===== config.mk =====
export PLATFORM = sky130hd
export DESIGN_NAME = rtm_regs
export DESIGN_NICKNAME = d
export VERILOG_FILES = /design/src/rtl/rtm_pkg.sv /design/src/rtl/rtm_entry_check.sv /design/src/rtl/rtm_regs.sv
export SDC_FILE = /design/constraint.sdc
export NUM_CORES = 1
export LEC_CHECK = 0
export ABC_CLOCK_PERIOD_IN_PS = 3750
export CORE_MARGIN = 4
export CORE_UTILIZATION = 40
export DETAILED_ROUTE_END_ITERATION = 12
export DONT_BUFFER_PORTS = 1
export PLACE_DENSITY = 0.63
export SLEW_MARGIN = 15
export SYNTH_ARGS = -nofsm -noshare
export SYNTH_HDL_FRONTEND = slang
export SYNTH_HIERARCHICAL = 1
export SYNTH_SLANG_ARGS = --single-unit

===== constraint.sdc =====
create_clock -name pclk -period 3.75 [get_ports pclk]
set_input_delay 0.1875 -clock pclk [delete_from_list [all_inputs] [get_ports pclk]]
set_output_delay 0.1875 -clock pclk [all_outputs]
set_load 0.005 [all_outputs]

===== src/rtl/rtm_pkg.sv =====
// shared constants for the rtc mask, validity and write-protect block
package rtm_pkg;

  // ****************************************************************
  // register byte addresses
  // ****************************************************************
  localparam logic [31:0] ADDR_MODE    = 32'h400E_1264;
  localparam logic [31:0] ADDR_TIME    = 32'h400E_1268;
  localparam logic [31:0] ADDR_CAL     = 32'h400E_126C;
  localparam logic [31:0] ADDR_TALR    = 32'h400E_1270;
  localparam logic [31:0] ADDR_CALR    = 32'h400E_1274;
  localparam logic [31:0] ADDR_STATUS  = 32'h400E_1278;
  localparam logic [31:0] ADDR_SCLR    = 32'h400E_127C;
  localparam logic [31:0] ADDR_IEN     = 32'h400E_1280;
  localparam logic [31:0] ADDR_IDIS    = 32'h400E_1284;
  localparam logic [31:0] ADDR_IMASK   = 32'h400E_1288;
  localparam logic [31:0] ADDR_VALID   = 32'h400E_128C;
  localparam logic [31:0] ADDR_WPMODE  = 32'h400E_1344;

  // ****************************************************************
  // field positions and widths
  // ****************************************************************
  localparam int NUM_SRC      = 5;
  localparam int SRC_ACK      = 0;
  localparam int SRC_ALARM    = 1;
  localparam int SRC_SECOND   = 2;
  localparam int SRC_TIME     = 3;
  localparam int SRC_CAL      = 4;
  localparam int NV_TIME      = 0;
  localparam int NV_CAL       = 1;
  localparam int NV_TALR      = 2;
  localparam int NV_CALR      = 3;
  localparam int WP_ON_BIT    = 0;
  localparam int KEY_LSB      = 8;
  localparam int MODE_H12_BIT = 0;
  localparam int MODE_W       = 8;

  // ****************************************************************
  // key and values after reset
  // ****************************************************************
  localparam logic [23:0] PROTECT_KEY = 24'h52_5443;
  localparam logic [31:0] RST_WORD    = 32'h0000_0000;
  localparam logic [4:0]  RST_SRC     = 5'h00;
  localparam logic [3:0]  RST_NV      = 4'h0;
  localparam logic        RST_WP      = 1'b0;
  localparam logic [7:0]  RST_MODE    = 8'h00;

endpackage


===== src/rtl/rtm_entry_check.sv =====
// combinational bcd range check of words written to time, calendar and alarm registers
`timescale 1ns/10ps
module rtm_entry_check (
  // written data and hour format
  input  wire logic [31:0] wdata,
  input  wire logic        hour_12,
  // one when the word would be invalid in that register
  output logic             bad_time,
  output logic             bad_cal,
  output logic             bad_talr,
  output logic             bad_calr
);

  function automatic logic bcd_in(input logic [7:0] v,
                                  input logic [7:0] lo,
                                  input logic [7:0] hi);
    bcd_in = (v[3:0] <= 4'h9) && (v[7:4] <= 4'h9) && (v >= lo) && (v <= hi);
  endfunction

  logic hour_ok;
  logic time_ok;
  logic date_ok;

  // hour range depends on 12/24 hour format; pm flag illegal in 24 h mode
  assign hour_ok = hour_12 ?
                   bcd_in({2'b00, wdata[21:16]}, 8'h01, 8'h12) :
                   (bcd_in({2'b00, wdata[21:16]}, 8'h00, 8'h23) && !wdata[22]);
  assign time_ok = bcd_in({1'b0, wdata[6:0]}, 8'h00, 8'h59) &&
                   bcd_in({1'b0, wdata[14:8]}, 8'h00, 8'h59) && hour_ok;
  assign date_ok = bcd_in({3'b000, wdata[20:16]}, 8'h01, 8'h12) &&
                   bcd_in({2'b00, wdata[29:24]}, 8'h01, 8'h31);

  assign bad_time = !time_ok;
  assign bad_talr = !time_ok;
  assign bad_cal  = !(bcd_in({1'b0, wdata[6:0]}, 8'h19, 8'h20) &&
                      bcd_in(wdata[15:8], 8'h00, 8'h99) &&
                      bcd_in({5'b00000, wdata[23:21]}, 8'h01, 8'h07) &&
                      date_ok);
  assign bad_calr = !date_ok;

endmodule


===== src/rtl/rtm_regs.sv =====
// rtc interrupt mask, entry validity and write-protect registers on apb
//
// Notes on behaviour
// RULE1 - a one written to the calendar-event enable bit enables that interrupt
// RULE2 - disable register bits 0..4 clear the matching mask bit on one
// RULE3 - second and time-event disable bits turn those interrupts off
// RULE4 - mask register bits 0..4 read back the five enable states
// RULE5 - bit 0 of valid flags: time register written with invalid data
// RULE6 - bit 1 of valid flags: calendar register written with invalid data
// RULE7 - bit 2 of valid flags: time alarm written with invalid data
// RULE8 - bit 3 of valid flags: calendar alarm written with invalid data
// RULE9 - correct key with bit 0 clear turns write protection off
// RULE10 - correct key with bit 0 set turns write protection on
// RULE11 - protection on blocks writes to mode and both alarm registers
// RULE12 - alarm match sets a sticky alarm flag feeding the alarm interrupt
// RULE13 - ones written to the status clear register clear status flags
// RULE14 - interrupt output is high while any enabled status flag is set
// RULE15 - a wrong key leaves the protection state untouched
//
// Design decision made here: the APB slave port.
`timescale 1ns/10ps
module rtm_regs (
  // clock and reset
  input  wire logic        pclk,
  input  wire logic        presetn,
  // apb slave
  input  wire logic        psel,
  input  wire logic        penable,
  input  wire logic        pwrite,
  input  wire logic [31:0] paddr,
  input  wire logic [31:0] pwdata,
  output logic [31:0]      prdata,
  output logic             pready,
  output logic             pslverr,
  // one-cycle events from the counters and comparator
  input  wire logic        ev_update_ack,
  input  wire logic        ev_alarm_match,
  input  wire logic        ev_second,
  input  wire logic        ev_time,
  input  wire logic        ev_calendar,
  // configuration towards counters and alarm comparator
  output logic [7:0]       mode_cfg,
  output logic [31:0]      time_value,
  output logic [31:0]      cal_value,
  output logic [31:0]      time_alarm,
  output logic [31:0]      cal_alarm,
  output logic             write_protect_on,
  // interrupt
  output logic             irq
);

  // ****************************************************************
  // state
  // ****************************************************************
  logic [rtm_pkg::NUM_SRC-1:0] status;
  logic [rtm_pkg::NUM_SRC-1:0] irq_mask;
  logic [3:0]                  nv_flags;
  logic [rtm_pkg::NUM_SRC-1:0] src_event;

  // ****************************************************************
  // apb decode
  // ****************************************************************
  // one wait state: pready rises in the second access cycle so that
  // read data and the error answer can both come from flip-flops
  logic        acc_wait;
  logic        acc_done;
  logic        wr_done;
  logic        hit_mode;
  logic        hit_time;
  logic        hit_cal;
  logic        hit_talr;
  logic        hit_calr;
  logic        hit_status;
  logic        hit_sclr;
  logic        hit_ien;
  logic        hit_idis;
  logic        hit_imask;
  logic        hit_valid;
  logic        hit_wp;
  logic        hit_any;
  logic        key_ok;
  logic        wr_mode;
  logic        wr_time;
  logic        wr_cal;
  logic        wr_talr;
  logic        wr_calr;
  logic        wr_sclr;
  logic        wr_ien;
  logic        wr_idis;
  logic        wr_wp;
  logic [31:0] next_prdata;
  logic        bad_time;
  logic        bad_cal;
  logic        bad_talr;
  logic        bad_calr;
  logic        rd_load;
  logic        next_pready;
  logic        next_pslverr;

  assign acc_wait   = psel && penable && !pready;
  assign acc_done   = psel && penable && pready;
  assign wr_done    = acc_done && pwrite;

  assign hit_mode   = (paddr == rtm_pkg::ADDR_MODE);
  assign hit_time   = (paddr == rtm_pkg::ADDR_TIME);
  assign hit_cal    = (paddr == rtm_pkg::ADDR_CAL);
  assign hit_talr   = (paddr == rtm_pkg::ADDR_TALR);
  assign hit_calr   = (paddr == rtm_pkg::ADDR_CALR);
  assign hit_status = (paddr == rtm_pkg::ADDR_STATUS);
  assign hit_sclr   = (paddr == rtm_pkg::ADDR_SCLR);
  assign hit_ien    = (paddr == rtm_pkg::ADDR_IEN);
  assign hit_idis   = (paddr == rtm_pkg::ADDR_IDIS);
  assign hit_imask  = (paddr == rtm_pkg::ADDR_IMASK);
  assign hit_valid  = (paddr == rtm_pkg::ADDR_VALID);
  assign hit_wp     = (paddr == rtm_pkg::ADDR_WPMODE);
  assign hit_any    = hit_mode || hit_time || hit_cal || hit_talr ||
                      hit_calr || hit_status || hit_sclr || hit_ien ||
                      hit_idis || hit_imask || hit_valid || hit_wp;

  // protected registers silently drop the write; the bus still completes
  assign wr_mode    = wr_done && hit_mode && !write_protect_on; // RULE11
  assign wr_talr    = wr_done && hit_talr && !write_protect_on; // RULE11
  assign wr_calr    = wr_done && hit_calr && !write_protect_on; // RULE11
  assign wr_time    = wr_done && hit_time;
  assign wr_cal     = wr_done && hit_cal;
  assign wr_sclr    = wr_done && hit_sclr;
  assign wr_ien     = wr_done && hit_ien;
  assign wr_idis    = wr_done && hit_idis;
  assign key_ok     = (pwdata[31:rtm_pkg::KEY_LSB] == rtm_pkg::PROTECT_KEY);
  assign wr_wp      = wr_done && hit_wp && key_ok; // RULE15

  // the answer comes one cycle into the access phase, never later
  assign next_pready  = acc_wait;
  assign next_pslverr = acc_wait && !hit_any;
  assign rd_load      = acc_wait && !pwrite;

  // ****************************************************************
  // read data
  // ****************************************************************
  // write-only registers and the key field read as zero
  logic [31:0] word_mode;
  logic [31:0] word_status;
  logic [31:0] word_imask;
  logic [31:0] word_valid;
  logic [31:0] word_wp;

  assign word_mode   = {24'h00_0000, mode_cfg};
  assign word_status = {27'h000_0000, status};
  assign word_imask  = {27'h000_0000, irq_mask}; // RULE4
  assign word_valid  = {28'h000_0000, nv_flags};
  assign word_wp     = {31'h0000_0000, write_protect_on};

  always_comb begin
    next_prdata = rtm_pkg::RST_WORD;
    if (hit_mode) begin
      next_prdata = word_mode;
    end else if (hit_time) begin
      next_prdata = time_value;
    end else if (hit_cal) begin
      next_prdata = cal_value;
    end else if (hit_talr) begin
      next_prdata = time_alarm;
    end else if (hit_calr) begin
      next_prdata = cal_alarm;
    end else if (hit_status) begin
      next_prdata = word_status;
    end else if (hit_imask) begin
      next_prdata = word_imask; // RULE4
    end else if (hit_valid) begin
      next_prdata = word_valid;
    end else if (hit_wp) begin
      next_prdata = word_wp;
    end
  end

  always_ff @(posedge pclk or negedge presetn) begin
    if (!presetn) begin
      pready  <= 1'b0;
      pslverr <= 1'b0;
      prdata  <= rtm_pkg::RST_WORD;
    end else begin
      pready  <= next_pready;
      pslverr <= next_pslverr;
      if (rd_load) begin
        prdata <= next_prdata;
      end
    end
  end

  // ****************************************************************
  // entry validity check
  // ****************************************************************
  rtm_entry_check u_check (
    .wdata    (pwdata),
    .hour_12  (mode_cfg[rtm_pkg::MODE_H12_BIT]),
    .bad_time (bad_time),
    .bad_cal  (bad_cal),
    .bad_talr (bad_talr),
    .bad_calr (bad_calr)
  );

  // each flag follows the most recent accepted write to its register;
  // a refused write to a locked alarm leaves its flag alone as well
  logic [3:0] nv_wr;
  logic [3:0] nv_bad;

  assign nv_wr[rtm_pkg::NV_TIME]  = wr_time;
  assign nv_wr[rtm_pkg::NV_CAL]   = wr_cal;
  assign nv_wr[rtm_pkg::NV_TALR]  = wr_talr;
  assign nv_wr[rtm_pkg::NV_CALR]  = wr_calr;
  assign nv_bad[rtm_pkg::NV_TIME] = bad_time; // RULE5
  assign nv_bad[rtm_pkg::NV_CAL]  = bad_cal;  // RULE6
  assign nv_bad[rtm_pkg::NV_TALR] = bad_talr; // RULE7
  assign nv_bad[rtm_pkg::NV_CALR] = bad_calr; // RULE8

  genvar j;
  generate
    for (j = 0; j < $bits(nv_flags); j++) begin : g_nv
      always_ff @(posedge pclk or negedge presetn) begin
        if (!presetn) begin
          nv_flags[j] <= rtm_pkg::RST_NV[j];
        end else if (nv_wr[j]) begin
          nv_flags[j] <= nv_bad[j]; // RULE5 RULE6 RULE7 RULE8
        end
      end
    end
  endgenerate

  // ****************************************************************
  // time, calendar, alarm and mode registers
  // ****************************************************************
  // invalid words are still stored, the flag tells software about them
  // mode bit 0 picks the hour format that the entry check applies
  always_ff @(posedge pclk or negedge presetn) begin
    if (!presetn) begin
      mode_cfg <= rtm_pkg::RST_MODE;
    end else if (wr_mode) begin
      mode_cfg <= pwdata[rtm_pkg::MODE_W-1:0];
    end
  end

  always_ff @(posedge pclk or negedge presetn) begin
    if (!presetn) begin
      time_value <= rtm_pkg::RST_WORD;
    end else if (wr_time) begin
      time_value <= pwdata;
    end
  end

  always_ff @(posedge pclk or negedge presetn) begin
    if (!presetn) begin
      cal_value <= rtm_pkg::RST_WORD;
    end else if (wr_cal) begin
      cal_value <= pwdata;
    end
  end

  always_ff @(posedge pclk or negedge presetn) begin
    if (!presetn) begin
      time_alarm <= rtm_pkg::RST_WORD;
    end else if (wr_talr) begin
      time_alarm <= pwdata;
    end
  end

  always_ff @(posedge pclk or negedge presetn) begin
    if (!presetn) begin
      cal_alarm <= rtm_pkg::RST_WORD;
    end else if (wr_calr) begin
      cal_alarm <= pwdata;
    end
  end

  // ****************************************************************
  // write protection
  // ****************************************************************
  always_ff @(posedge pclk or negedge presetn) begin
    if (!presetn) begin
      write_protect_on <= rtm_pkg::RST_WP;
    end else if (wr_wp) begin
      write_protect_on <= pwdata[rtm_pkg::WP_ON_BIT]; // RULE9 RULE10
    end
  end

  // ****************************************************************
  // status flags and interrupt mask, one bit per source
  // ****************************************************************
  assign src_event[rtm_pkg::SRC_ACK]    = ev_update_ack;
  assign src_event[rtm_pkg::SRC_ALARM]  = ev_alarm_match; // RULE12
  assign src_event[rtm_pkg::SRC_SECOND] = ev_second;
  assign src_event[rtm_pkg::SRC_TIME]   = ev_time;
  assign src_event[rtm_pkg::SRC_CAL]    = ev_calendar;

  // per-bit strobes: a one acts on its bit, a zero leaves it alone
  logic [rtm_pkg::NUM_SRC-1:0] en_hit;
  logic [rtm_pkg::NUM_SRC-1:0] dis_hit;
  logic [rtm_pkg::NUM_SRC-1:0] clr_hit;

  genvar i;
  generate
    for (i = 0; i < rtm_pkg::NUM_SRC; i++) begin : g_src
      assign en_hit[i]  = wr_ien && pwdata[i];
      assign dis_hit[i] = wr_idis && pwdata[i];
      assign clr_hit[i] = wr_sclr && pwdata[i];

      // an event in the clearing cycle wins, so none is lost
      always_ff @(posedge pclk or negedge presetn) begin
        if (!presetn) begin
          status[i] <= rtm_pkg::RST_SRC[i];
        end else if (src_event[i]) begin
          status[i] <= 1'b1; // RULE12
        end else if (clr_hit[i]) begin
          status[i] <= 1'b0; // RULE13
        end
      end

      // enable and disable sit at different addresses, never both at once
      always_ff @(posedge pclk or negedge presetn) begin
        if (!presetn) begin
          irq_mask[i] <= rtm_pkg::RST_SRC[i];
        end else if (en_hit[i]) begin
          irq_mask[i] <= 1'b1; // RULE1
        end else if (dis_hit[i]) begin
          irq_mask[i] <= 1'b0; // RULE2 RULE3
        end
      end
    end
  endgenerate

  // ****************************************************************
  // interrupt output
  // ****************************************************************
  logic irq_pending;

  assign irq_pending = |(status & irq_mask); // RULE14

  // registered, so it trails the flag or mask change by one cycle
  always_ff @(posedge pclk or negedge presetn) begin
    if (!presetn) begin
      irq <= 1'b0;
    end else begin
      irq <= irq_pending; // RULE14
    end
  end

endmodule


==> results summary, run 1 <==
The met1 demand-to-capacity share in global routing came out at 25.2%. Sorting the synthesized cells by how often they occur yields 186 x dfrtp_1, 138 x mux2_2, 81 x o21ai_0, 54 x nand2_1, 33 x a22oi_1. The detailed-route via count is 6311. The iteration count of the initial detailed-routing pass is 5. The count of pins over their slew limit is 0. The post-synthesis sequential element count is 186. The largest net degree at the start of global routing came out at 187.

The instance area after placement is 0.00873 mm2. The total half-perimeter wirelength after legalization and detailed placement is 17.7 mm. The cell sitting at the root of the clock tree is a clkbuf_16. The relative area change from synthesis to final layout is 14.9%.

The maximum level of the CTS H-tree is 4. The critical path endpoint category is a flip-flop. For this run, the post-layout net count is 805. The most used flip-flop cell after synthesis is dfrtp_1. The sum of negative setup slack is 0 ns.

The total count of hold-check failures in the final report was 186. During I/O placement, the number of pins put on the boundary was 246. For the final database, setup skew stands at 0.00997 ns. The global-route wire length before repair came out at 40.9 mm. After routing the design area is 0.00974 mm2.

TritonCTS built the clock tree. The endpoint required time on the critical path is 4.06 ns. The critical path class is in2reg.

The area of the core came out at 0.0210 mm2. The total routed wirelength came out at 26.3 mm. The DRC violation count after routing came out at 0. The most critical setup path has its endpoint at status[2]. Along the worst path, the maximum fanout reaches 8. Global routing consumed, on the met3 layer, 9.01% of the routing resources.

The worst slew slack as a fraction of its limit is 42.0%. The worst-skew pair later-pin latency is 0.43 ns. For the worst flop-to-flop path, the logic depth is 4. The max-cap violation count is 0. The weighted congestion at the end of routability-driven global placement is 0.928. The synthesized design contains 0 enable-type register cells. The initial antenna violation count is 0. The count of inserted antenna diode cells is 0. The number of different library cells used by synthesis comes to 59. The number of global-route vias before repair came to 6676. The fmax is 366 MHz. The iteration-0 DRC count of the detailed router came out at 434. The die covers 0.0236 mm2.

The gate count after technology mapping came out at 695. By area the synthesized netlist is led by dfrtp_1 55%, mux2_2 18%, o21ai_0 4.8%, a22oi_1 2.9%, o2bb2ai_1 2.8%. For this design, the CTS-stage hold fixing added 46 buffers.

From bottom edge to top edge, the die measures 154 um. The worst hold path belongs to the class in2async. Once the floorplan was initialized, standard cells occupied 40.5% of the core. The transition time at the pin with the least slew margin came out at 0.863 ns.

The post-CTS setup buffer count came out at 0. The buffer levels on the longest clock path is 2. The async set or reset register ratio after synthesis came out at 100%.

The time the worst path needs with I/O delays and setup came out at 2.73 ns. The number of buffers created by CTS is 17. For this run the aggregate overflow at the end of global routing stands at 0.

The leakage power figure came out at 0.00440 uW. dfrtp_1 takes more of the synthesized area than any other cell. The clock transition time at the flip-flop clock pins of the worst setup and hold paths is 0.07 ns.

Of the available clock period, the critical path in the final layout requires 72.8%. Summed over its instances, the top area cell type makes up 54.9% of the synthesized netlist area. The number of setup violations in the final report came out at 0. The part of the Yosys area used for sequential elements is 54.9%. The share of post-route cells with drive strength above 1 came out at 26.7%. The count of buffers added on input and output ports is 0. The power density relative to cell area came out at 395 mW/mm2. The mapped cell area is 0.00848 mm2. Data on the critical path arrives at its endpoint at 3.04 ns. The routing usage on met2 is 37.6%. The checks that failed: negative hold slack. In this run the critical register-to-register path is captured at prdata[7]. The worst register-to-register path begins at pready. The tree built by TritonCTS fans out to 186 sinks.

The floorplan row count came out at 53. Setup repair after global routing left no endpoint under its margin. The average instance area after synthesis came out at 12.2 um2. The final-layout fill cell count came out at 1909. The detail route stage leaves a number of antenna-violating nets equal to 0.

For flop-to-flop paths, the worst setup slack is 1.25 ns. After clock tree synthesis, the repair step resized 0 gates. The synthesized net count came out at 769. The die is 154 um wide. The worst setup path is launched from an input port.

The Yosys step of the flow raised 6 warnings. The most critical setup path has its startpoint at paddr[16]. The flow ran to the end, but the final reports show violations. The peak ir drop on the vdd network came out at 0.000265 V. The via count normalized by instance count is 6.19. The most common cell in the synthesized netlist is dfrtp_1.

The layer flagged by global routing as most heavily used is met2. The worst hold slack is -0.547 ns. The total track usage is 22.1%. The average wire per cell in the routed design came out at 25.8 um.
[layout make-up]
cell class              instances  area [um2]  area share (%)
inverters                       3        11.3           0.116
well taps                     275         344            3.53
clock buffers                  18         439            4.51
multi-input cells             464        3620            37.2
clock inverters                14         113            1.16
flip-flops and latches        186        4650            47.8
repair buffers                 59         558            5.73
[logic make-up (layout without fill, tap and decap cells)]
kind of cell | Yosys count | count (layout) | synth area share (%)
compound gates | 181 | 181 | 14.0
buf+inv | 45 | 94 | 2.68
flops | 186 | 186 | 54.9
mux | 144 | 144 | 19.1
simple gates | 139 | 139 | 9.35
[power by group]
| part | internal, uW | total (uW) | switching, uW |
|---|---|---|---|
| Sequential | 2010 | 2020 | 5.54 |
| Combinational | 56.3 | 128 | 71.9 |
| Clock | 882 | 1700 | 822 |
| Total | 2950 | 3850 | 900 |
[layer usage]
metal	part of all wire [%]	wire, um
met1	36	9510
met2	50	13000
met3	11	2960
met4	3.0	781
met5	0	0
[worst max-delay path: stages]
cell,delay (ns)
or4b_1,0.54
or4_4,0.48
nor4_4,0.62
and3_1,0.39
nand2_1,0.10
a21o_1,0.17
dlygate4sd3_1,0.55
[state kept, by name, indices dropped and copies added (netlist names)]
register,cells
status,5
pready,1
write_protect_on,1
irq_mask,5
nv_flags,4
time_alarm,32
time_value,32
cal_alarm,32
pslverr,1
mode_cfg,8
irq,1
cal_value,32
prdata,32
[how the worst min path moves through the flow]
| stage | endpoint | slack [ns] |
|---|---|---|
| floorplan | cal_alarm[0] | -0.11 |
| global placement | cal_value[0] | -0.1 |
| detailed placement | status[0] | -0.1 |
| CTS | status[0] | -0.56 |
| global route | status[0] | -0.58 |
| finish | status[0] | -0.55 |
[cell usage in the layout (no fill, tap or decap), types with 3 or more instances in the layout]
master | Yosys | routed
mux2i_1 | 3 | 3
or4_1 | 3 | 3
a21oi_1 | 8 | 8
a211oi_1 | 4 | 4
a22oi_1 | 33 | 33
nand4_1 | 9 | 9
nand3_1 | 10 | 8
clkinv_2 | 0 | 3
nor3_1 | 13 | 12
and2_1 | 3 | 3
o21ai_0 | 81 | 81
mux2_2 | 138 | 138
nor2_1 | 11 | 10
o2bb2ai_1 | 27 | 27
dfrtp_1 | 186 | 186
a31oi_1 | 5 | 5
clkinvlp_4 | 0 | 3
dlygate4sd3_1 | 0 | 46
nor4bb_1 | 3 | 3
clkbuf_16 | 0 | 17
nor4b_1 | 5 | 5
nand2_1 | 54 | 54
inv_1 | 3 | 3
buf_4 | 1 | 13
a21o_1 | 6 | 6
mux2_1 | 3 | 3
inv_6 | 0 | 4
[stage by stage]
stage          hold WS (ns)  total power, uW  setup slack, ns  std cells  utilization (%)
2_1_floorplan        -0.108             2110             1.22        695                -
3_3_place_gp        -0.0972             2130            0.801        941             41.7
3_5_place_dp        -0.0976             2130            0.702        941             41.7
4_1_cts              -0.561             3880             1.05       1019             46.5
5_1_grt              -0.577             3980            0.946       1019             46.5
6_report             -0.547             3850             1.02       1019             46.5
Note: power is estimated with default switching activity, not from simulation.
==> run 2: changes to the inputs <==
--- a/config.mk
+++ b/config.mk
@@ -5,12 +5,12 @@
 export SDC_FILE = /design/constraint.sdc
 export NUM_CORES = 1
 export LEC_CHECK = 0
-export ABC_CLOCK_PERIOD_IN_PS = 3750
+export ABC_CLOCK_PERIOD_IN_PS = 2350
 export CORE_MARGIN = 4
 export CORE_UTILIZATION = 40
 export DETAILED_ROUTE_END_ITERATION = 12
 export DONT_BUFFER_PORTS = 1
-export PLACE_DENSITY = 0.63
+export PLACE_DENSITY = 0.65
 export SLEW_MARGIN = 15
 export SYNTH_ARGS = -nofsm -noshare
 export SYNTH_HDL_FRONTEND = slang
==> constraint.sdc (replaced) <==
create_clock -name pclk -period 2.35 [get_ports pclk]
set_input_delay 0.1175 -clock pclk [delete_from_list [all_inputs] [get_ports pclk]]
set_output_delay 0.1175 -clock pclk [all_outputs]
set_load 0.005 [all_outputs]
==> run 2 against run 1 <==
  * The flow still finishes with violations (negative hold slack)
  * Design area grew 3.1%
  * Worst setup slack lost 0.94 ns
  * Global-route usage grew 0.89 points
  * Largest power group unchanged
  * Highest routed layer unchanged
==> results summary, run 2 (synthesis gave the netlist of run 1 again) <==
The flow ran to the end, but the final reports show violations. The checks that failed: negative hold slack. In the finished design, the share of the clock period the worst path needs comes to 96.5%. The total half-perimeter wirelength after legalization and detailed placement came out at 18.8 mm. The effective utilization at floorplan came out at 40.5%.

The maximum level of the CTS H-tree came out at 4. The biggest cell delay along the critical path is 0.56 ns. The share of post-route cells with drive strength above 1 came out at 28.3%. The total count of hold-check failures in the final report came out at 186. The average wire per cell in the routed design came out at 26.9 um.

TritonCTS built the clock tree. Net switching is 22.4% of the power. Measured along the y axis, the die boundary spans 154 um. The later pin in the worst-skew pair is clocked with a latency of 0.43 ns.

The total I/O pin count came out at 246. The floorplan row count came out at 53. The critical path goes through or4b_1, or4_4, nor4_4, buf_4, and3_4, nand2_1, a21o_1, dlygate4sd3_1. For this design, the sink count on the clock tree is 186.

Combinational logic is responsible for 3.4% of the overall power. The initial antenna violation count is 0. In the final layout, flip-flops and latches occupy 0.00465 mm2. The count of hold-fix buffers inserted at cts is 46. The critical path is of the in2reg type. For this run, the total global-route usage over all layers was measured as 23.0%. The clock root buffer is clkbuf_16.

The congestion estimate from routability-driven global placement came to 0.906. The total power draw came out at 6290 uW. The max-cap violation count is 0. The floorplan step set the die width to 154 um. The total of buffers placed on input and output ports came out at 0.

The count of pins over their slew limit came out at 0. At the pin with the least slew margin, the transition time is 0.615 ns. The setup slack at placement came out at -0.0881 ns. The worst setup path is captured at a flip-flop.

Power spread over the standard cell area amounts to 626 mW/mm2. The clock network fraction of total power came out at 45.5%. The sequential group share of total power is 51.2%. Setup violations remaining at the end of the flow were counted as 0. The number of global-route vias before repair is 6544. In the final layout, the multi-input gates occupy 0.00364 mm2. The final worst setup slack came out at 0.0833 ns. The DRC violation count after routing came out at 0. The buffer levels on the longest clock path came out at 2. The routed design has 27.9 mm of wire.

The final-layout fill cell count came out at 1866. The full die area came out at 0.0236 mm2. At the end of the flow, the number of nets in the layout was 823.

The worst hold slack is -0.616 ns. The remaining global-route overflow came out at 0. The clock tree skew after final layout came out at 0.0141 ns.

The iteration-0 DRC count of the detailed router is 485. The worst-path maximum fanout is 6. The total area inside the core boundary comes to 0.0210 mm2. The cell with the largest stage delay on the worst path is dlygate4sd3_1.

Static timing analysis puts the maximum clock frequency at 441 MHz. The iteration count of the initial detailed-routing pass is 6. VDD sags by at most 0.000403 V.

The path class of the tightest hold or removal check is in2async. The number of nets with antenna violations after routing is 0. The internal cell power came out at 4880 uW. In the layout the commonest cells are 186 x dfrtp_1, 138 x mux2_2, 81 x o21ai_0. The endpoint required time on the critical path came out at 2.65 ns. The first global-routing pass estimated 42.2 mm of wire. The clock transition time at the flip-flop clock pins of the worst setup and hold paths is 0.07 ns.

STA puts the critical path data arrival time at 2.57 ns. Detailed routing inserted a total of 6443 vias. Broken down by cell family, the worst path's largest delay share belongs to simple AND/OR/NAND/NOR gates. The number of buffers created by CTS is 17. The switching power total is 1410 uW. The count of inserted antenna diode cells is 0. Measured against its own limit, the worst slew margin works out to 59.0%. The time the worst path needs with I/O delays and setup came out at 2.27 ns. Leaving out fill and tap cells, the most frequent cell in the layout is dfrtp_1. The leakage power figure came out at 0.00458 uW. The type of element launching the critical path is an input port. The critical path contains buffers and inverters numbering 2 combined. The via count normalized by instance count is 6.22. The largest net degree at the start of global routing came out at 187. The relative area change from synthesis to final layout is 18.5%. Setup repair after global routing left no endpoint under its margin.
==> run 2: cell count changes in the layout (fill, tap and decap cells not counted), sizes merged <==
| cell | change |
|---|---|
| buf | +18 |
| bufinv | +2 |
| clkinv | -1 |
| clkinvlp | -1 |
| inv | -1 |
==> run 2: power by group through the flow <==
stage	registers [uW]	clock network, uW	logic, uW
floorplan	3280	0	95.2
global placement	3280	0	122
detailed placement	3280	0	122
CTS	3220	2910	208
global route	3220	3050	227
finish	3220	2860	211
==> run 2: area by class of cell <==
class | instances | area share (%)
Inverter | 3 | 0.112
Clock inverter | 13 | 1.41
Multi-Input combinational cell | 464 | 36.2
Clock buffer | 18 | 4.27
Sequential cell | 186 | 46.3
Timing Repair Buffer | 77 | 8.27
Tap cell | 275 | 3.42
==> run 2: repair_timing <==
| item | CTS | global route |
|---|---|---|
| setup endpoints to repair | 0 | 6 |
| setup buffers | 0 | 3 |
| gates resized for setup | 0 | 3 |
| endpoints found under the hold margin | 334 | 186 |
==> run 2: path summary, 6_finish.rpt <==
path / start / end / slack (ns) / cells after the start
min: presetn / prdata[22] / -0.62 / 0
min in group pclk: paddr[2] / prdata[1] / 0.03 / 3
max in group asynchronous: presetn / time_alarm[17] / 2.63 / 0
min reg2reg: nv_flags[2] / nv_flags[2] / 0.51 / 1
max reg2reg: pready / status[3] / 0.34 / 7
max: paddr[16] / status[3] / 0.08 / 8
==> run 2: stage by stage <==
step,area (um2),std cells,setup TNS [ns],util (%)
floorplan,8480,695,0,-
global placement,8990,957,-0.301,42.9
detailed placement,8990,957,-0.321,42.9
CTS,10000,1034,0,47.8
global route,10000,1036,0,48.0
finish,10000,1036,0,48.0
==> run 2: per-layer routing <==
metal	track usage (%)	share of wire, %
met1	28.0	38
met2	36.7	47
met3	9.91	12
met4	8.16	2.7
met5	0	0
